## config.mk

```make
export PLATFORM = sky130hd
export DESIGN_NAME = board_end_flat
export DESIGN_NICKNAME = d
export VERILOG_FILES = /design/src/rtl/slot_pkg.sv /design/src/rtl/slot_link_if.sv /design/src/rtl/board_end.sv /design/src/rtl/host_end.sv /design/src/flat_wrapper.sv
export SDC_FILE = /design/constraint.sdc
export NUM_CORES = 1
export LEC_CHECK = 0
export BUFFER_PORTS_ARGS = -buffer_cell sky130_fd_sc_hd__buf_4
export CAP_MARGIN = 15
export CORE_UTILIZATION = 29
export DETAILED_ROUTE_END_ITERATION = 7
export PLACE_DENSITY = 0.58
export SLEW_MARGIN = 40
export SYNTH_ARGS = -nofsm -noshare
export SYNTH_HDL_FRONTEND = slang
export SYNTH_SLANG_ARGS = --single-unit
```

## constraint.sdc

```tcl
create_clock -name clk -period 2.07 [get_ports clk]
set_clock_uncertainty 0.1 [all_clocks]
set_input_delay 0.207 -clock clk [delete_from_list [all_inputs] [get_ports clk]]
set_output_delay 0.207 -clock clk [all_outputs]
set_load 0.01 [all_outputs]
```

## src/rtl/slot_pkg.sv

```systemverilog
// shared constants and types for the slot host interface
package slot_pkg;
	// slot offsets
	localparam logic [17:0] OFS_CMD = 18'h3FFEE;
	localparam logic [17:0] OFS_ID_A = 18'h3FFF9;
	localparam logic [17:0] OFS_ID_B = 18'h3FFFA;
	localparam logic [17:0] OFS_CHK_A = 18'h3FFFC;
	localparam logic [17:0] OFS_CHK_B = 18'h3FFFE;
	localparam int OFS_UPPER_BIT = 17;
	// command bit positions
	localparam int CMD_RUN = 0;
	localparam int CMD_BRQ_N = 1;
	localparam int CMD_CLR = 2;
	localparam int CMD_MODE = 3;
	localparam int CMD_SEL_LO = 4;
	// status bit positions
	localparam int STS_GRANT_N = 5;
	localparam int STS_PEND = 7;
	// reset values
	localparam logic [7:0] CMD_RESET = 8'h00;
	localparam logic [1:0] PAGE_RESET = 2'h0;
	// local processor start address after reset release
	localparam logic [19:0] BOOT_VECTOR = 20'h1FFF0;
	// host-end own register indices (word index, address bit 18 set)
	localparam logic [1:0] AV_RUN = 2'h0;
	localparam logic [1:0] AV_ACQ = 2'h1;
	localparam logic [1:0] AV_INT = 2'h2;
	localparam logic [1:0] AV_CLR = 2'h3;
	localparam int AV_OWN_BIT = 18;
	// status poll limit of the host acquire sequence
	localparam logic [7:0] POLL_MAX = 8'hFF;
	// arbitration states, gray along idle-req-wait-own-release
	typedef enum logic [2:0] {
		ARB_IDLE = 3'b000,
		ARB_REQ = 3'b001,
		ARB_WAIT = 3'b011,
		ARB_OWN = 3'b010,
		ARB_REL = 3'b110
	} arb_t;
	// host sequencer states
	typedef enum logic [1:0] {
		HS_IDLE = 2'b00,
		HS_ISSUE = 2'b01,
		HS_DONE = 2'b11
	} hseq_t;
	// host sequence kinds
	typedef enum logic [2:0] {
		K_PASS = 3'h0,
		K_RUN = 3'h1,
		K_ACQ = 3'h2,
		K_REL = 3'h3,
		K_INT = 3'h4,
		K_CLR = 3'h5
	} kind_t;
endpackage

```

## src/rtl/slot_link_if.sv

```systemverilog
// slot bus between host controller and coprocessor board
`timescale 1ns/10ps
interface slot_link_if (
	input wire logic clk // host peripheral clock
);
	logic [20:0] slot_addr; // [20:18] slot number, [17:0] offset
	logic io_cycle; // host i/o cycle in progress
	logic rd; // read strobe, held until ack
	logic wr; // write strobe, held until ack
	logic [7:0] wdata; // write data
	logic host_refresh_grant; // host refresh grant
	logic ack; // one-cycle transfer acknowledge
	logic [7:0] rdata; // read data, valid with ack
	logic host_interrupt_request_n; // interrupt line on host level one
	modport host_end (
		input clk, ack, rdata, host_interrupt_request_n,
		output slot_addr, io_cycle, rd, wr, wdata, host_refresh_grant
	);
	modport board_end (
		input clk, slot_addr, io_cycle, rd, wr, wdata, host_refresh_grant,
		output ack, rdata, host_interrupt_request_n
	);
endinterface

```

## src/rtl/board_end.sv

```systemverilog
// coprocessor board end of the slot interface
//
// Overview of operation
// - selected 128K page appears in lower slot half
// - host owns RAM in reset, processor after
// - host writes page bits before memory request
// - state machine turns request into pulse handshake
// - grant pulse raises bus acknowledge, swaps drivers
// - host waits for acknowledge before RAM access
// - host refresh grant drives refresh while owned
// - request withdrawn, release sequence returns RAM
// - host interrupt uses host level one
// - fixed read-only identification bytes at top
// - one register: commands written, status read
// - command bit 0 runs or resets processor
// - processor starts at fixed boot address
// - command bit 1 low requests the bus
// - bit 2 one then zero clears interrupt
// - bit 3 low interrupts processor, bits 4-7
// - bit 3 high selects page from bits 4-5
// - status bits 0-4 give request type
// - status bit 5 low when bus granted
// - status bit 7 pending, bit 6 reserved
// - status port write with bit 7 interrupts host
// - own access decoded from slot number, registered
// - upper half registers, lower half RAM
`timescale 1ns/10ps
module board_end #(
	parameter logic [2:0] SLOT_ID = 3'h0, // hardwired slot number
	parameter logic [7:0] ID_A = 8'h11, // arbitrary value
	parameter logic [7:0] ID_B = 8'h22, // arbitrary value
	parameter logic [7:0] CHK_A = 8'h33, // arbitrary value
	parameter logic [7:0] CHK_B = 8'h44 // arbitrary value
) (
	input wire logic clk, // host peripheral clock
	input wire logic sys_rst, // synchronous reset, active high
	input wire logic ce, // clock enable
	slot_link_if.board_end link, // slot bus
	output logic proc_reset, // local processor held in reset
	output logic [19:0] boot_vector, // processor start address
	output logic proc_rq, // request/release pulse to processor
	input wire logic proc_gt, // grant pulse from processor (pin)
	output logic local_bus_acknowledge_n, // host owns local bus, low
	output logic [18:0] ram_addr, // local RAM address
	output logic [7:0] ram_wdata, // local RAM write data
	output logic ram_we, // local RAM write pulse
	output logic ram_re, // local RAM read pulse
	input wire logic [7:0] ram_rdata, // RAM data, sampled in the ram_re cycle
	output logic ram_refresh, // refresh cycle request
	output logic [3:0] local_irq, // one-cycle interrupt pulses
	input wire logic local_status_write_port, // processor status write
	input wire logic [7:0] local_status_data // processor status data
);
	////////////////////////////////////////////////////////////////////
	// identification lookup
	function automatic logic [7:0] id_byte(input logic [17:0] ofs);
		logic [7:0] v;
		v = 8'h00;
		if (ofs == slot_pkg::OFS_ID_A) begin
			v = ID_A;
		end else if (ofs == slot_pkg::OFS_ID_B) begin
			v = ID_B;
		end else if (ofs == slot_pkg::OFS_CHK_A) begin
			v = CHK_A;
		end else if (ofs == slot_pkg::OFS_CHK_B) begin
			v = CHK_B;
		end
		return v;
	endfunction

	////////////////////////////////////////////////////////////////////
	// state
	logic [7:0] cmd_q, cmd_d;
	logic [1:0] page_q, page_d;
	logic pend_q, pend_d;
	logic [4:0] type_q, type_d;
	slot_pkg::arb_t arb_q, arb_d;
	logic io_q, io_d;
	logic done_q, done_d;
	logic wait_q, wait_d;
	logic ack_q, ack_d;
	logic [7:0] rdata_q, rdata_d;
	logic [18:0] raddr_q, raddr_d;
	logic [7:0] rwd_q, rwd_d;
	logic we_q, we_d;
	logic re_q, re_d;
	logic refr_q, refr_d;
	logic [3:0] irq_q, irq_d;
	logic rq_q, rq_d;
	logic gt_s1_q, gt_s2_q, gt_s3_q;
	logic gt_ev, run, host_owns, sel, upper;

	// grant pin synchroniser and edge detect
	always_ff @(posedge clk) begin
		if (sys_rst) begin
			gt_s1_q <= 1'b0;
			gt_s2_q <= 1'b0;
			gt_s3_q <= 1'b0;
		end else if (ce) begin
			gt_s1_q <= proc_gt;
			gt_s2_q <= gt_s1_q;
			gt_s3_q <= gt_s2_q;
		end
	end
	assign gt_ev = gt_s2_q & ~gt_s3_q;

	// ownership and access decode
	assign run = cmd_q[slot_pkg::CMD_RUN];
	assign host_owns = ~run | (arb_q == slot_pkg::ARB_OWN);
	assign sel = link.io_cycle & (link.slot_addr[20:18] == SLOT_ID) & (link.rd | link.wr);
	assign upper = link.slot_addr[slot_pkg::OFS_UPPER_BIT];

	////////////////////////////////////////////////////////////////////
	// next-state logic
	always_comb begin
		cmd_d = cmd_q;
		page_d = page_q;
		pend_d = pend_q;
		type_d = type_q;
		arb_d = arb_q;
		io_d = sel;
		done_d = done_q & io_q;
		wait_d = 1'b0;
		ack_d = 1'b0;
		rdata_d = rdata_q;
		raddr_d = raddr_q;
		rwd_d = rwd_q;
		we_d = 1'b0;
		re_d = 1'b0;
		irq_d = 4'h0;
		rq_d = 1'b0;
		refr_d = host_owns & link.host_refresh_grant;
		// arbitration handshake
		if (!run) begin
			arb_d = slot_pkg::ARB_IDLE;
		end else begin
			case (arb_q)
				slot_pkg::ARB_IDLE: begin
					if (!cmd_q[slot_pkg::CMD_BRQ_N]) begin
						arb_d = slot_pkg::ARB_REQ;
						rq_d = 1'b1;
					end
				end
				slot_pkg::ARB_REQ: begin
					arb_d = slot_pkg::ARB_WAIT;
				end
				slot_pkg::ARB_WAIT: begin
					if (gt_ev) begin
						arb_d = slot_pkg::ARB_OWN;
					end
				end
				slot_pkg::ARB_OWN: begin
					if (cmd_q[slot_pkg::CMD_BRQ_N]) begin
						arb_d = slot_pkg::ARB_REL;
						rq_d = 1'b1;
					end
				end
				default: begin
					arb_d = slot_pkg::ARB_IDLE;
				end
			endcase
		end
		// pending RAM read completes
		if (wait_q) begin
			rdata_d = ram_rdata;
			ack_d = 1'b1;
			done_d = 1'b1;
		end else if (io_q && !done_q) begin
			ack_d = 1'b1;
			done_d = 1'b1;
			if (!upper) begin
				raddr_d = {page_q, link.slot_addr[16:0]};
				rwd_d = link.wdata;
				if (host_owns) begin
					we_d = link.wr;
					re_d = link.rd;
					wait_d = link.rd;
					ack_d = ~link.rd;
					done_d = ~link.rd;
				end else begin
					rdata_d = 8'h00;
				end
			end else if (link.slot_addr[17:0] == slot_pkg::OFS_CMD) begin
				if (link.wr) begin
					cmd_d = link.wdata;
					if (link.wdata[slot_pkg::CMD_MODE]) begin
						page_d = link.wdata[slot_pkg::CMD_SEL_LO +: 2];
					end else begin
						irq_d = link.wdata[slot_pkg::CMD_SEL_LO +: 4];
					end
					if (cmd_q[slot_pkg::CMD_CLR] && !link.wdata[slot_pkg::CMD_CLR]) begin
						pend_d = 1'b0;
					end
				end else begin
					rdata_d = {pend_q, 1'b0, ~host_owns, type_q};
				end
			end else begin
				rdata_d = link.rd ? id_byte(link.slot_addr[17:0]) : rdata_q;
			end
		end
		// processor status write, set wins over clear
		if (local_status_write_port) begin
			type_d = local_status_data[4:0];
			if (local_status_data[7]) begin
				pend_d = 1'b1;
			end
		end
	end

	////////////////////////////////////////////////////////////////////
	// registers
	always_ff @(posedge clk) begin
		if (sys_rst) begin
			cmd_q <= slot_pkg::CMD_RESET;
			page_q <= slot_pkg::PAGE_RESET;
			pend_q <= 1'b0;
			type_q <= 5'h00;
			arb_q <= slot_pkg::ARB_IDLE;
			io_q <= 1'b0;
			done_q <= 1'b0;
			wait_q <= 1'b0;
			ack_q <= 1'b0;
			rdata_q <= 8'h00;
			raddr_q <= 19'h00000;
			rwd_q <= 8'h00;
			we_q <= 1'b0;
			re_q <= 1'b0;
			refr_q <= 1'b0;
			irq_q <= 4'h0;
			rq_q <= 1'b0;
		end else if (ce) begin
			cmd_q <= cmd_d;
			page_q <= page_d;
			pend_q <= pend_d;
			type_q <= type_d;
			arb_q <= arb_d;
			io_q <= io_d;
			done_q <= done_d;
			wait_q <= wait_d;
			ack_q <= ack_d;
			rdata_q <= rdata_d;
			raddr_q <= raddr_d;
			rwd_q <= rwd_d;
			we_q <= we_d;
			re_q <= re_d;
			refr_q <= refr_d;
			irq_q <= irq_d;
			rq_q <= rq_d;
		end
	end

	////////////////////////////////////////////////////////////////////
	// outputs
	assign link.ack = ack_q;
	assign link.rdata = rdata_q;
	assign link.host_interrupt_request_n = ~pend_q;
	assign proc_reset = ~run;
	assign boot_vector = slot_pkg::BOOT_VECTOR;
	assign proc_rq = rq_q;
	assign local_bus_acknowledge_n = ~host_owns;
	assign ram_addr = raddr_q;
	assign ram_wdata = rwd_q;
	assign ram_we = we_q;
	assign ram_re = re_q;
	assign ram_refresh = refr_q;
	assign local_irq = irq_q;
endmodule

```

## src/rtl/host_end.sv

```systemverilog
// host controller end of the slot interface, Avalon-MM slave to software
`timescale 1ns/10ps
module host_end #(
	parameter logic [2:0] SLOT_ID = 3'h0 // slot the board sits in
) (
	input wire logic clk, // host peripheral clock
	input wire logic sys_rst, // synchronous reset, active high
	input wire logic ce, // clock enable
	slot_link_if.host_end link, // slot bus
	input wire logic refresh_grant_in, // host system refresh grant
	input wire logic [18:0] avs_address, // word address
	input wire logic avs_read, // read request
	input wire logic avs_write, // write request
	input wire logic [31:0] avs_writedata, // write data
	output logic [31:0] avs_readdata, // read data
	output logic avs_waitrequest, // stall
	output logic host_irq // board interrupt on level one, high
);
	////////////////////////////////////////////////////////////////////
	// command word built from the driver image
	function automatic logic [7:0] cmd_word(input slot_pkg::kind_t k, input logic [1:0] step,
		input logic run, input logic [1:0] pg, input logic [1:0] lvl);
		logic [7:0] w;
		w = {2'b00, pg, 1'b1, 1'b0, 1'b1, run};
		if (k == slot_pkg::K_ACQ && step != 2'd0) begin
			w[slot_pkg::CMD_BRQ_N] = 1'b0;
		end else if (k == slot_pkg::K_INT) begin
			w[7:4] = 4'h1 << lvl;
			w[slot_pkg::CMD_MODE] = 1'b0;
		end else if (k == slot_pkg::K_CLR && step == 2'd0) begin
			w[slot_pkg::CMD_CLR] = 1'b1;
		end
		return w;
	endfunction

	////////////////////////////////////////////////////////////////////
	// state
	slot_pkg::hseq_t st_q, st_d;
	slot_pkg::kind_t kind_q, kind_d;
	logic [1:0] step_q, step_d;
	logic [7:0] poll_q, poll_d;
	logic run_q, run_d;
	logic [1:0] page_q, page_d;
	logic [1:0] lvl_q, lvl_d;
	logic granted_q, granted_d;
	logic [17:0] addr_q, addr_d;
	logic rd_q, rd_d;
	logic wr_q, wr_d;
	logic nrd_q, nrd_d;
	logic nwr_q, nwr_d;
	logic [7:0] wdata_q, wdata_d;
	logic [31:0] rdat_q, rdat_d;
	logic own;

	assign own = avs_address[slot_pkg::AV_OWN_BIT];

	// sequencer next state
	always_comb begin
		st_d = st_q;
		kind_d = kind_q;
		step_d = step_q;
		poll_d = poll_q;
		run_d = run_q;
		page_d = page_q;
		lvl_d = lvl_q;
		granted_d = granted_q;
		addr_d = addr_q;
		rd_d = rd_q;
		wr_d = wr_q;
		nrd_d = nrd_q;
		nwr_d = nwr_q;
		wdata_d = wdata_q;
		rdat_d = rdat_q;
		case (st_q)
			slot_pkg::HS_IDLE: begin
				if (avs_read || avs_write) begin
					st_d = slot_pkg::HS_ISSUE;
					step_d = 2'd0;
					poll_d = 8'h00;
					rdat_d = 32'h00000000;
					addr_d = slot_pkg::OFS_CMD;
					rd_d = 1'b0;
					wr_d = 1'b1;
					if (!own) begin
						kind_d = slot_pkg::K_PASS;
						addr_d = avs_address[17:0];
						rd_d = avs_read;
						wr_d = avs_write;
						wdata_d = avs_writedata[7:0];
						// board in reset leaves the RAM to the host
						if (!avs_address[slot_pkg::OFS_UPPER_BIT] && !(granted_q || !run_q)) begin
							st_d = slot_pkg::HS_DONE;
							rd_d = 1'b0;
							wr_d = 1'b0;
						end
					end else if (avs_read) begin
						st_d = slot_pkg::HS_DONE;
						wr_d = 1'b0;
						if (avs_address[1:0] == slot_pkg::AV_RUN) begin
							rdat_d = {31'h00000000, run_q};
						end else if (avs_address[1:0] == slot_pkg::AV_ACQ) begin
							rdat_d = {31'h00000000, granted_q | ~run_q};
						end
					end else if (avs_address[1:0] == slot_pkg::AV_RUN) begin
						kind_d = slot_pkg::K_RUN;
						run_d = avs_writedata[0];
						granted_d = 1'b0;
						wdata_d = cmd_word(slot_pkg::K_RUN, 2'd0, avs_writedata[0], page_q, lvl_q);
					end else if (avs_address[1:0] == slot_pkg::AV_ACQ && avs_writedata[0]) begin
						kind_d = slot_pkg::K_ACQ;
						page_d = avs_writedata[2:1];
						// page written first, request afterwards
						wdata_d = cmd_word(slot_pkg::K_ACQ, 2'd0, run_q, avs_writedata[2:1], lvl_q);
					end else if (avs_address[1:0] == slot_pkg::AV_ACQ) begin
						kind_d = slot_pkg::K_REL;
						granted_d = 1'b0;
						wdata_d = cmd_word(slot_pkg::K_REL, 2'd0, run_q, page_q, lvl_q);
					end else if (avs_address[1:0] == slot_pkg::AV_INT) begin
						kind_d = slot_pkg::K_INT;
						lvl_d = avs_writedata[1:0];
						wdata_d = cmd_word(slot_pkg::K_INT, 2'd0, run_q, page_q, avs_writedata[1:0]);
					end else begin
						kind_d = slot_pkg::K_CLR;
						wdata_d = cmd_word(slot_pkg::K_CLR, 2'd0, run_q, page_q, lvl_q);
					end
				end
			end
			slot_pkg::HS_ISSUE: begin
				if (!rd_q && !wr_q) begin
					// one idle strobe cycle lets the board rearm for the next op
					rd_d = nrd_q;
					wr_d = nwr_q;
				end else if (link.ack) begin
					rd_d = 1'b0;
					wr_d = 1'b0;
					nrd_d = 1'b0;
					nwr_d = 1'b0;
					st_d = slot_pkg::HS_DONE;
					if (kind_q == slot_pkg::K_PASS) begin
						rdat_d = {24'h000000, link.rdata};
					end else if (kind_q == slot_pkg::K_CLR && step_q == 2'd0) begin
						st_d = slot_pkg::HS_ISSUE;
						step_d = 2'd1;
						nwr_d = 1'b1;
						wdata_d = cmd_word(slot_pkg::K_CLR, 2'd1, run_q, page_q, lvl_q);
					end else if (kind_q == slot_pkg::K_ACQ && step_q == 2'd0) begin
						st_d = slot_pkg::HS_ISSUE;
						step_d = 2'd1;
						nwr_d = 1'b1;
						wdata_d = cmd_word(slot_pkg::K_ACQ, 2'd1, run_q, page_q, lvl_q);
					end else if (kind_q == slot_pkg::K_ACQ) begin
						// poll status until the grant bit goes low
						step_d = 2'd2;
						if (step_q == 2'd2 && !link.rdata[slot_pkg::STS_GRANT_N]) begin
							granted_d = 1'b1;
						end else if (poll_q != slot_pkg::POLL_MAX) begin
							st_d = slot_pkg::HS_ISSUE;
							nrd_d = 1'b1;
							poll_d = poll_q + 8'h01;
						end
					end
				end
			end
			default: begin
				st_d = slot_pkg::HS_IDLE;
			end
		endcase
	end

	// sequencer registers
	always_ff @(posedge clk) begin
		if (sys_rst) begin
			st_q <= slot_pkg::HS_IDLE;
			kind_q <= slot_pkg::K_PASS;
			step_q <= 2'd0;
			poll_q <= 8'h00;
			run_q <= 1'b0;
			page_q <= slot_pkg::PAGE_RESET;
			lvl_q <= 2'h0;
			granted_q <= 1'b0;
			addr_q <= 18'h00000;
			rd_q <= 1'b0;
			wr_q <= 1'b0;
			nrd_q <= 1'b0;
			nwr_q <= 1'b0;
			wdata_q <= 8'h00;
			rdat_q <= 32'h00000000;
		end else if (ce) begin
			st_q <= st_d;
			kind_q <= kind_d;
			step_q <= step_d;
			poll_q <= poll_d;
			run_q <= run_d;
			page_q <= page_d;
			lvl_q <= lvl_d;
			granted_q <= granted_d;
			addr_q <= addr_d;
			rd_q <= rd_d;
			wr_q <= wr_d;
			nrd_q <= nrd_d;
			nwr_q <= nwr_d;
			wdata_q <= wdata_d;
			rdat_q <= rdat_d;
		end
	end

	////////////////////////////////////////////////////////////////////
	// outputs
	assign link.slot_addr = {SLOT_ID, addr_q};
	assign link.io_cycle = rd_q | wr_q;
	assign link.rd = rd_q;
	assign link.wr = wr_q;
	assign link.wdata = wdata_q;
	assign link.host_refresh_grant = refresh_grant_in;
	assign avs_readdata = rdat_q;
	assign avs_waitrequest = (st_q != slot_pkg::HS_DONE);
	assign host_irq = ~link.host_interrupt_request_n;
endmodule

```

## src/flat_wrapper.sv

```systemverilog
// flat-port wrapper written by rule: the top's interface ports become plain ports
module board_end_flat 
#(
	parameter logic [2:0] SLOT_ID = 3'h0,                         
	parameter logic [7:0] ID_A = 8'h11,                   
	parameter logic [7:0] ID_B = 8'h22,                   
	parameter logic [7:0] CHK_A = 8'h33,                   
	parameter logic [7:0] CHK_B = 8'h44                   
)
  (clk, sys_rst, ce, proc_reset, boot_vector, proc_rq, proc_gt, local_bus_acknowledge_n, ram_addr, ram_wdata, ram_we, ram_re, ram_rdata, ram_refresh, local_irq, local_status_write_port, local_status_data, link_slot_addr, link_io_cycle, link_rd, link_wr, link_wdata, link_host_refresh_grant, link_ack, link_rdata, link_host_interrupt_request_n);
  slot_link_if link_i (.clk(clk));
  input wire logic clk;
  input wire logic sys_rst;
  input wire logic ce;
  output logic proc_reset;
  output logic [19:0] boot_vector;
  output logic proc_rq;
  input wire logic proc_gt;
  output logic local_bus_acknowledge_n;
  output logic [18:0] ram_addr;
  output logic [7:0] ram_wdata;
  output logic ram_we;
  output logic ram_re;
  input wire logic [7:0] ram_rdata;
  output logic ram_refresh;
  output logic [3:0] local_irq;
  input wire logic local_status_write_port;
  input wire logic [7:0] local_status_data;
  input wire logic [$bits(link_i.slot_addr)-1:0] link_slot_addr;
  input wire logic [$bits(link_i.io_cycle)-1:0] link_io_cycle;
  input wire logic [$bits(link_i.rd)-1:0] link_rd;
  input wire logic [$bits(link_i.wr)-1:0] link_wr;
  input wire logic [$bits(link_i.wdata)-1:0] link_wdata;
  input wire logic [$bits(link_i.host_refresh_grant)-1:0] link_host_refresh_grant;
  output wire logic [$bits(link_i.ack)-1:0] link_ack;
  output wire logic [$bits(link_i.rdata)-1:0] link_rdata;
  output wire logic [$bits(link_i.host_interrupt_request_n)-1:0] link_host_interrupt_request_n;
  assign link_i.slot_addr = link_slot_addr;
  assign link_i.io_cycle = link_io_cycle;
  assign link_i.rd = link_rd;
  assign link_i.wr = link_wr;
  assign link_i.wdata = link_wdata;
  assign link_i.host_refresh_grant = link_host_refresh_grant;
  assign link_ack = link_i.ack;
  assign link_rdata = link_i.rdata;
  assign link_host_interrupt_request_n = link_i.host_interrupt_request_n;
  board_end #(.SLOT_ID(SLOT_ID), .ID_A(ID_A), .ID_B(ID_B), .CHK_A(CHK_A), .CHK_B(CHK_B)) u_core (.clk(clk), .sys_rst(sys_rst), .ce(ce), .link(link_i), .proc_reset(proc_reset), .boot_vector(boot_vector), .proc_rq(proc_rq), .proc_gt(proc_gt), .local_bus_acknowledge_n(local_bus_acknowledge_n), .ram_addr(ram_addr), .ram_wdata(ram_wdata), .ram_we(ram_we), .ram_re(ram_re), .ram_rdata(ram_rdata), .ram_refresh(ram_refresh), .local_irq(local_irq), .local_status_write_port(local_status_write_port), .local_status_data(local_status_data));
endmodule
```

==> results of run 1 <==
sequential cells by signal, indices dropped and copies added, names as in the netlist, 2 cells and up:
signal             flops
u_core.arb_q           3
u_core.cmd_q           3
u_core.link.rdata      8
u_core.local_irq       4
u_core.page_q          2
u_core.ram_addr       19
u_core.ram_wdata       8
u_core.type_q          5
synthesized netlist by cell type (3+ instances only):
master / number
a221oi_1: 5
buf_1: 3
nand2_1: 71
a211oi_2: 5
a22oi_1: 6
a21oi_1: 48
xnor2_1: 3
buf_4: 21
a211oi_1: 4
mux2i_1: 10
nand2b_1: 7
nor2_1: 22
nand3_1: 9
nand4_1: 4
inv_1: 4
dfxtp_1: 63
clkbuf_1: 11
stage by stage:
| stage | hold WS (ns) | util |
|---|---|---|
| after global routing | 0.00392 | 0.416 |
| after detailed placement | 0.350 | 0.392 |
| after CTS | 0.00218 | 0.414 |
| after floorplan | 0.243 | - |
| after global placement | 0.344 | 0.392 |
| final | 0.0198 | 0.416 |
layout make-up:
type,count,area share
clock inverter,3,0.0109
multi-input combinational,246,0.359
inverter,5,0.00481
tap,129,0.0414
clock buffer,12,0.0398
timing repair buffer,112,0.220
sequential,63,0.323
per-layer routing:
layer  share of wire  global-route usage  up-vias
met5               0                   0        -
met4           0.015              0.0502        0
met3           0.056              0.0513        9
met2            0.48               0.239       74
met1            0.45               0.185     1179
li1                -                   -     1325
cells by family (layout without fill, tap and decap cells):
logic type	count (synthesis)	count (layout)
other	2	20
AOI/OAI and AO/OA	77	77
buffers and inverters	43	132
muxes	10	10
and+or+nand+nor	136	136
xor gates and xnor gates	3	3
DFF	63	63
worst max-delay path, stage by stage, from the launching register on:
cell,delay (ns)
dfxtp_1,0.35
or3b_1,0.44
a221oi_2,0.29
a221oi_2,0.07
and2_1,0.15
buf_4,0.17
a311oi_1,0.20
how the worst max path moves through the flow:
stage	slack, ns	end	startpoint	depth (start not counted)
3_3_place_gp	0.07	u_core.link.rdata[1]	link_slot_addr[7]	7
3_5_place_dp	0.03	u_core.link.rdata[1]	link_slot_addr[7]	7
4_1_cts	0.16	u_core.pend_q	u_core.wait_q	5
2_1_floorplan	0.23	u_core.link.rdata[6]	u_core.wait_q	6
6_report	0.20	u_core.link.rdata[6]	u_core.arb_q[0]	6
5_1_grt	0.11	u_core.link.rdata[5]	u_core.arb_q[0]	6
repair_timing:
action / in CTS / in global routing
endpoints found under the hold margin: 1 / 1
hold buffers: 1 / 1
resized for setup: 0 / 1
setup endpoints to repair: 0 / 1
layout by cell type (no fill, tap or decap), types with 4 or more instances in the layout:
| cell type | Yosys | routed |
|---|---|---|
| a221oi_1 | 5 | 5 |
| clkbuf_8 | 0 | 11 |
| inv_1 | 4 | 4 |
| mux2i_1 | 10 | 10 |
| a22oi_1 | 6 | 6 |
| buf_4 | 21 | 109 |
| a211oi_2 | 5 | 5 |
| nand2b_1 | 7 | 7 |
| nand2_1 | 71 | 71 |
| a211oi_1 | 4 | 4 |
| nand3_1 | 9 | 9 |
| nor2_1 | 22 | 22 |
| conb_1 | 2 | 20 |
| dfxtp_1 | 63 | 63 |
| nand4_1 | 4 | 4 |
| a21oi_1 | 48 | 48 |
power breakdown:
group          switching [W]  internal [W]
logic               0.000113     0.0000980
clock network       0.000450      0.000614
registers         0.00000788       0.00122
==> metrics.md, run 1 <==
| Metric | Value |
|---|---|
| Final TNS setup | 0 ns |
| Starting Density | 0.303 |
| Post-route cell area | 0.00390 mm² |
| Fin cells | 570 |
| Hold path depth | 3 |
| Worst Path Required | 2.21 ns |
| Clk_lat worst skew | 0.33 ns |
| Io pins | 121 |
| Setup crit start kind | flip-flop |
| Period utilisation layout | 0.901 |
| Mux contribution to synthesized area | 0.0352 |
| Area growth from synthesis to layout | 37.3% |
| Antenna cells | 0 |
| Gr usage total | 0.148 |
| CTS buffer count | 9 |
| Synthesized area | between 0.002 and 0.003 mm² |
| Yosys top cell area share | 0.444 |
| Die Wd | ~100 µm |
| Synth warn | 0 |
| Top post-synthesis cells by area | dfxtp_1 44%, nand2_1 9.4%, a21oi_1 8.5%, buf_4 5.6%, mux2i_1 3.5% |
| Leakage | 1.60 nW |
| DR iter-0 viols | 55 |
| Slew @ Worst Pin | slightly below 0.7 ns |
| Nets@finish | ~500 |
| Dpl ws | 0.0305 ns |
| R2R cell count | 6 |
| Total Power | 0.00251 W |
| Worst-path clk slew | roughly 0.07 ns |
| Min-delay worst type | in2reg |
| Worst flop-to-flop path startpoint | u_core.arb_q[0] |
| Max Cap Viol | 0 |
| Async set-or-reset flop fraction in the synthesized netlist | 0 |
| Power per cell area | 643 mW/mm² |
| RSZ-0062 raised after global routing | false |
| Placed cells | 553 |
| Sequential Area | 0.00126 mm² |
| Setup bufs post-CTS | 0 |
| Post-synthesis cell count | 334 |
| HP Start | proc_gt |
| Period minus WS final | 1.87 ns |
| Simple-gate share of the synthesized area | 0.242 |
| Max Buffers Root-to-Sink | 2 |
| Worst r2r dst | u_core.link.rdata[6] |
| XOR/XNOR Fraction of Synth Area | 0.00925 |
| Die ar. | 0.0102 mm² |
| Yosys cell types | 46 |
| Ys flop type | dfxtp_1 |
| # H-tree levels | 3 |
| Drt total wl | 7.46 mm |
| Die H | 101 µm |
| Antenna viol nets, final | 0 |
| Syn avg cell area | ~8.5 µm² |
| Endpoints failing setup | 0 |
| DRT Pass-1 Iters | 4 |
| First-pass GRT wire length | about 12 mm |
| Max-Slew Margin vs Limit | 0.541 |
| # DRC | 0 |
| Initial antenna violation count | 0 |
| GRT overflow | 0 |
| Crit Path Class | reg2reg |
| Multi-input gate area in the final layout | 0.00140 mm² |
| Fill count | 977 |
| I/O Buffers | a little under 100 |
| Sink of the worst hold path | u_core.gt_s1_q |
| DP Wirelength | 5.46 mm |
| Clock sinks | 63 |
| Layout cells sized above 1 | 0.311 |
| Vias in the first global route | 2,416 |
| CP endpoint kind | flip-flop |
| Via count of the routed design | 2,587 |
| Vias/cell | 4.54 |
| Seq/Total Area, Yosys | 0.444 |
| Num rows | 35 |
| Status | complete, no violations |
| Fin. max-slew vios | 0 |
| Largest family of logic cells by synthesized area | simple AND/OR/NAND/NOR gates |
| Setup ws final | 0.204 ns |
| Final hold vios | 0 |
| GP Congestion | 0.751 |
| Number of synthesized flops with an enable pin | 0 |
| IR drop worst, VDD | 0.441 mV |
| Worst-path fanout max | 8 |
| Drt wl/cell | 13.1 µm |
| Reg2reg setup slack | between 0.2 and 0.25 ns |
| Synth Register Bits | between 60 and 70 |
| Root buffer cell | clkbuf_8 |
| Synth Area in Adders | 0 |
| Crit path DAT | 2.01 ns |
| CTS tree | done |
| Fraction of the mapped netlist area in compound gates | 0.177 |
| Placed inst area | between 0.003 and 0.004 mm² |
| Largest net degree at the start of global routing | 64 |
| Area leader, netlist | dfxtp_1 |
| Floorplan Core Area | 0.00937 mm² |
| Fmax | 0.536 GHz |
No activity file was read; power rests on OpenSTA's default activity.
==> run 2, diff against run 1 <==
PLACE_DENSITY = 0.6   (was 0.58)
clock period = 1.65 ns   (was 2.07 ns; I/O delays follow)
==> run 2 against run 1 <==
  * The flow now finishes with violations (setup timing)
  * Combinational power rose by 59%
  * Critical path depth did not move
  * Cell count up 7.9%
  * Maximum frequency increased by 10%
  * Routed wire length is 8.3% higher
  * Core utilization increased by 5.3 points
  * Clock power rose by 42%
  * Global-route usage is 0.73 points higher
  * Die area unchanged
  * Count of clock-buffer cells in the layout grew 1
  * Flip-flop and latch count did not move
  * Largest power group unchanged
==> metrics.md, run 2 (same netlist as run 1, synthesis figures left out) <==
| Metric | Value |
|---|---|
| DR iter-0 viols | 63 |
| Period minus WS final | 1.69 ns |
| Endpoints failing setup | 9 |
| Gr usage total | 0.156 |
| IR drop worst, VDD | ~0.49 mV |
| Status | complete, but fails checks |
| Commonest non-fill, non-tap cell in the layout | buf_4 |
| DP Wirelength | 5.95 mm |
| Sequential Area | approximately 0.0013 mm² |
| Dpl ws | -0.260 ns |
| Worst Path Required | 1.76 ns |
| Crit-path slowest cell | or3b_4 |
| Area growth from synthesis to layout | 54.8% |
| Commonest cells after routing, fill and taps aside | 131 x buf_4, 71 x nand2_1, 58 x dfxtp_1 |
| Max Buffers Root-to-Sink | 2 |
| Vias/cell | 4.62 |
| Drt wl/cell | around 13 µm |
| WP buf/inv | 1 |
| Worst-path clk slew | roughly 0.07 ns |
| Placed inst area | between 0.003 and 0.004 mm² |
| Die H | approximately 100 µm |
| Fill count | between 900 and 1,000 |
| Crit Path Class | reg2reg |
| Fmax | 0.592 GHz |
| Drt total wl | 8.08 mm |
| CP peak stage delay | 0.42 ns |
| Clock sinks | 63 |
| Largest net degree at the start of global routing | 36 |
| Failing checks | setup timing |
| Antenna viol nets, final | 0 |
| Root buffer cell | clkbuf_8 |
| Crit path DAT | 1.80 ns |
| GRT overflow | 0 |
| First-pass GRT wire length | 12.4 mm |
| Clk_lat worst skew | 0.32 ns |
| Num rows | 35 |
| Final hold vios | 0 |
| Most used cell, CP | a221oi_4 |
| Layout cells sized above 1 | 0.364 |
| Worst-path fanout max | 8 |
| Die Wd | between 100 and 150 µm |
| Io pins | roughly 120 |
| Min-delay worst type | in2reg |
| Period utilisation layout | 1.02 |
| Nets@finish | 535 |
| Via count of the routed design | 2,839 |
| Multi-input gate area in the final layout | about 0.0015 mm² |
| RSZ-0062 raised after global routing | true |
| # DRC | 0 |
| Worst path cell trace | or3b_4, a221oi_4, a221oi_4, buf_6, a21oi_2, a211oi_2 |
| DRT Pass-1 Iters | 4 |
| Leakage | 1.83 nW |
| # H-tree levels | 3 |
| Max FFs per register | 19 |
| Post-route cell area | between 0.004 and 0.005 mm² |
| GP Congestion | 0.778 |
| CTS tree | done |
| Initial antenna violation count | 0 |
| Antenna cells | 0 |
| Cell family with the largest share of critical-path delay | compound AO/OA/AOI/OAI gates |
| Starting Density | 0.303 |
| Setup crit start kind | flip-flop |
| I/O Buffers | 98 |
| CTS buffer count | 9 |
| Power per cell area | 772 mW/mm² |
| Vias in the first global route | 2,587 |
| Max Cap Viol | 0 |
| CP endpoint kind | flip-flop |
| Die ar. | 0.0102 mm² |
| Floorplan Core Area | 0.00937 mm² |
| Fin. max-slew vios | 0 |
| Setup ws final | -0.0386 ns |
[run 2: cell count changes in the layout (fill, tap and decap cells not counted), moves of 2 or more]
cell / change
a21oi_1: -6
a21oi_2: +5
a221oi_2: -2
a221oi_4: +2
buf_4: +22
dfxtp_1: -5
dfxtp_2: +5
dlygate4sd3_1: +20
[run 2: metal layers]
layer / vias up / wire (µm) / GRT usage
li1: 1421 / - / -
met1: 1339 / 3510 / 0.193
met2: 71 / 4080 / 0.268
met3: 8 / 416 / 0.0354
met4: 0 / 71 / 0.0468
met5: - / 0 / 0
[run 2: worst reg2reg max path: stages, from the launching register on]
cell and delay (ns):
dfxtp_2 0.32, or3b_4 0.42, a221oi_4 0.29, a221oi_4 0.07, buf_6 0.17, a21oi_2 0.16, a211oi_2 0.06
[run 2: path summary, 6_finish.rpt]
| check | to | slack [ns] | cells past startpoint | from |
|---|---|---|---|---|
| worst max register to register | u_core.link.rdata[3] | -0.04 | 6 | u_core.arb_q[0] |
| worst min-delay path | u_core.type_q[0] | 0.02 | 3 | local_status_data[0] |
| worst min register to register | u_core.ram_addr[4] | 0.35 | 2 | u_core.ram_addr[4] |
| worst max-delay path | u_core.link.rdata[3] | -0.04 | 6 | u_core.arb_q[0] |
[run 2: power breakdown]
| group | switching, W | total, W | leakage, nW | internal [W] |
|---|---|---|---|---|
| Clock | 0.000578 | 0.00151 | 0.114 | 0.000933 |
| Sequential | 0.0000103 | 0.00155 | 0.511 | 0.00154 |
| Combinational | 0.000160 | 0.000338 | 1.21 | 0.000178 |
| Total | 0.000748 | 0.00340 | 1.83 | 0.00265 |
[run 2: final cells by class]
class,instances,share of cell area
Tap cell,129,0.0367
Clock buffer,13,0.0361
Timing Repair Buffer,156,0.285
Multi-Input combinational cell,246,0.334
Inverter,5,0.00427
Sequential cell,63,0.288
Clock inverter,3,0.0148
[run 2: through the flow]
step / std cells / util / hold WS, ns / TNS (ns) / power (W)
after global placement: 577 / 0.418 / 0.307 / -2.64 / 0.00187
after global routing: 615 / 0.469 / 0.00918 / -0.759 / 0.00355
after floorplan: 352 / - / 0.201 / -1.35 / 0.00172
after detailed placement: 577 / 0.418 / 0.314 / -3.25 / 0.00187
final: 615 / 0.469 / 0.0204 / -0.247 / 0.00340
after CTS: 615 / 0.464 / 0.00760 / -0.817 / 0.00343
[run 2: what timing repair did]
item                                    in CTS  in global routing
endpoints found under the hold margin       30                  0
setup buffers                                1                  0
pin swaps                                    5                 10
resized for setup                            3                 12
hold buffers                                22                  0
endpoints found under the setup margin      13                 17
cloned                                       0                  0
==> run 3, diff against run 2 <==
RECOVER_POWER = 100   (was default)
==> run 3 against run 2 <==
  * The flow still finishes with violations (setup timing)
  * Cell count stayed put
  * Maximum frequency rose by 0.14%
  * Sequential share of layout area grew 1.3 points
  * Routed wire length decreased by 0.19%
  * Count of clock-buffer cells in the layout did not move
  * Clock power about the same
  * Total power decreased by 0.36%
  * Critical endpoint unchanged
  * Largest cell class unchanged
==> metrics.md, run 3 (same netlist as run 1, synthesis figures left out) <==
| Metric | Value |
|---|---|
| Period minus WS final | 1.69 ns |
| Min-delay worst type | in2reg |
| CP endpoint kind | flip-flop |
| Max FFs per register | 19 |
| Gr usage total | 0.156 |
| Worst Path Required | 1.77 ns |
| # DRC | 0 |
| Final TNS setup | -0.232 ns |
| Final hold vios | 0 |
| Period utilisation layout | 1.02 |
| First-pass GRT wire length | 12.4 mm |
| Starting Density | 0.303 |
| Status | complete, but fails checks |
| Leakage | ~1.6 nW |
| Die H | just over 100 µm |
| Switching pwr | 0.000743 W |
| Area growth from synthesis to layout | 47.9% |
| Nets@finish | 535 |
| Fmax | 0.593 GHz |
| Drt total wl | 8.07 mm |
| Failing checks | setup timing |
| Die ar. | roughly 0.01 mm² |
| Drt wl/cell | 13.1 µm |
| Antenna cells | 0 |
| Commonest non-fill, non-tap cell in the layout | buf_4 |
| DR iter-0 viols | 84 |
| Max Buffers Root-to-Sink | 2 |
| Layout cells sized above 1 | 0.265 |
| Clk_lat worst skew | 0.32 ns |
| Setup crit start kind | flip-flop |
| RSZ-0062 raised after global routing | true |
| DP Wirelength | slightly below 6 mm |
| Num rows | 35 |
| Clock power share | 0.445 |
| Commonest cells after routing, fill and taps aside | 79 x buf_4, 71 x nand2_1, 59 x dfxtp_1 |
| Via count of the routed design | 2,841 |
| Worst-path clk slew | ~0.070 ns |
| Power per cell area | 805 mW/mm² |
| Logic pwr share | 0.098 |
| Crit path DAT | 1.80 ns |
| Io pins | 121 |
| Total Power | 0.00338 W |
| Post-route cell area | between 0.004 and 0.005 mm² |
| Setup ws final | -0.0363 ns |
| I/O Buffers | 98 |
| Floorplan Core Area | 0.00937 mm² |
| Int Pwr | ~0.0026 W |
| Final core utilization | 0.448 |
| Fin. max-slew vios | 0 |
| # H-tree levels | 3 |
| GRT overflow | 0 |
| CTS buffer count | 9 |
| Initial antenna violation count | 0 |
| Crit Path Class | reg2reg |
| Dpl ws | -0.260 ns |
| GP Congestion | 0.778 |
| IR drop worst, VDD | just under 0.5 mV |
| Max Cap Viol | 0 |
| Clock sinks | 63 |
| Die Wd | 101 µm |
| Root buffer cell | clkbuf_8 |
| Vias/cell | around 4.6 |
| DRT Pass-1 Iters | 4 |
| Endpoints failing setup | 9 |
| CTS tree | done |
| Switching share of power | 0.220 |
| Worst-path fanout max | 8 |
| Antenna viol nets, final | 0 |
| Largest net degree at the start of global routing | 36 |
| Placed inst area | 0.00391 mm² |
| Vias in the first global route | between 2,000 and 3,000 |
| Sequential share of power | 0.457 |
[run 3: cell count changes in the layout (fill, tap and decap cells not counted), moves of 3 or more]
cell      change
buf_4        -52
clkbuf_1     +46
clkbuf_2      +3
clkbuf_4      +3
[run 3: through the flow]
step,cells,hold WS [ns]
final,615,0.0223
after global routing,615,0.00943
after CTS,615,0.00760
after detailed placement,577,0.314
after global placement,577,0.307
after floorplan,352,0.201
[run 3: final timing paths]
path	startpoint	to	slack, ns	depth (start not counted)
max	u_core.arb_q[0]	u_core.link.rdata[3]	-0.04	6
min	local_status_data[0]	u_core.type_q[0]	0.02	3
max reg2reg	u_core.arb_q[0]	u_core.link.rdata[3]	-0.04	6
min reg2reg	u_core.ram_wdata[7]	u_core.ram_wdata[7]	0.35	2
[run 3: power groups by stage]
stage          registers, W  clock network [W]  logic, W
2_1_floorplan       0.00158                  0  0.000145
3_3_place_gp        0.00158                  0  0.000290
3_5_place_dp        0.00158                  0  0.000293
4_1_cts             0.00155            0.00155  0.000334
5_1_grt             0.00155            0.00163  0.000359
6_report            0.00155            0.00151  0.000330
[run 3: layout make-up]
cell class | count | area, µm²
fillers | 993 | 5170
multi-input cells | 246 | 1470
flip-flops and latches | 63 | 1270
repair buffers | 156 | 1070
well taps | 129 | 161
clock buffers | 13 | 159
clock inverters | 3 | 65.1
inverters | 5 | 18.8
[run 3: repair_timing]
action                                  CTS  global route
cloned                                    0             0
hold endpoints to repair                 30             0
resized for setup                         3            12
buffers inserted                          1             0
hold buffers                             22             0
pin swaps                                 5            10
endpoints found under the setup margin   13            17
[run 3: per-layer routing]
layer | vias up | global-route usage | wire length [µm]
met5 | - | 0 | 0
li1 | 1421 | - | -
met2 | 73 | 0.268 | 4050
met4 | 0 | 0.0468 | 65
met3 | 6 | 0.0354 | 402
met1 | 1341 | 0.193 | 3550
[run 3: worst max-delay path: stages, from the launching register on]
cell	delay (ns)
dfxtp_2	0.32
or3b_4	0.42
a221oi_4	0.29
a221oi_4	0.07
buf_6	0.17
a21oi_2	0.15
a211oi_2	0.06
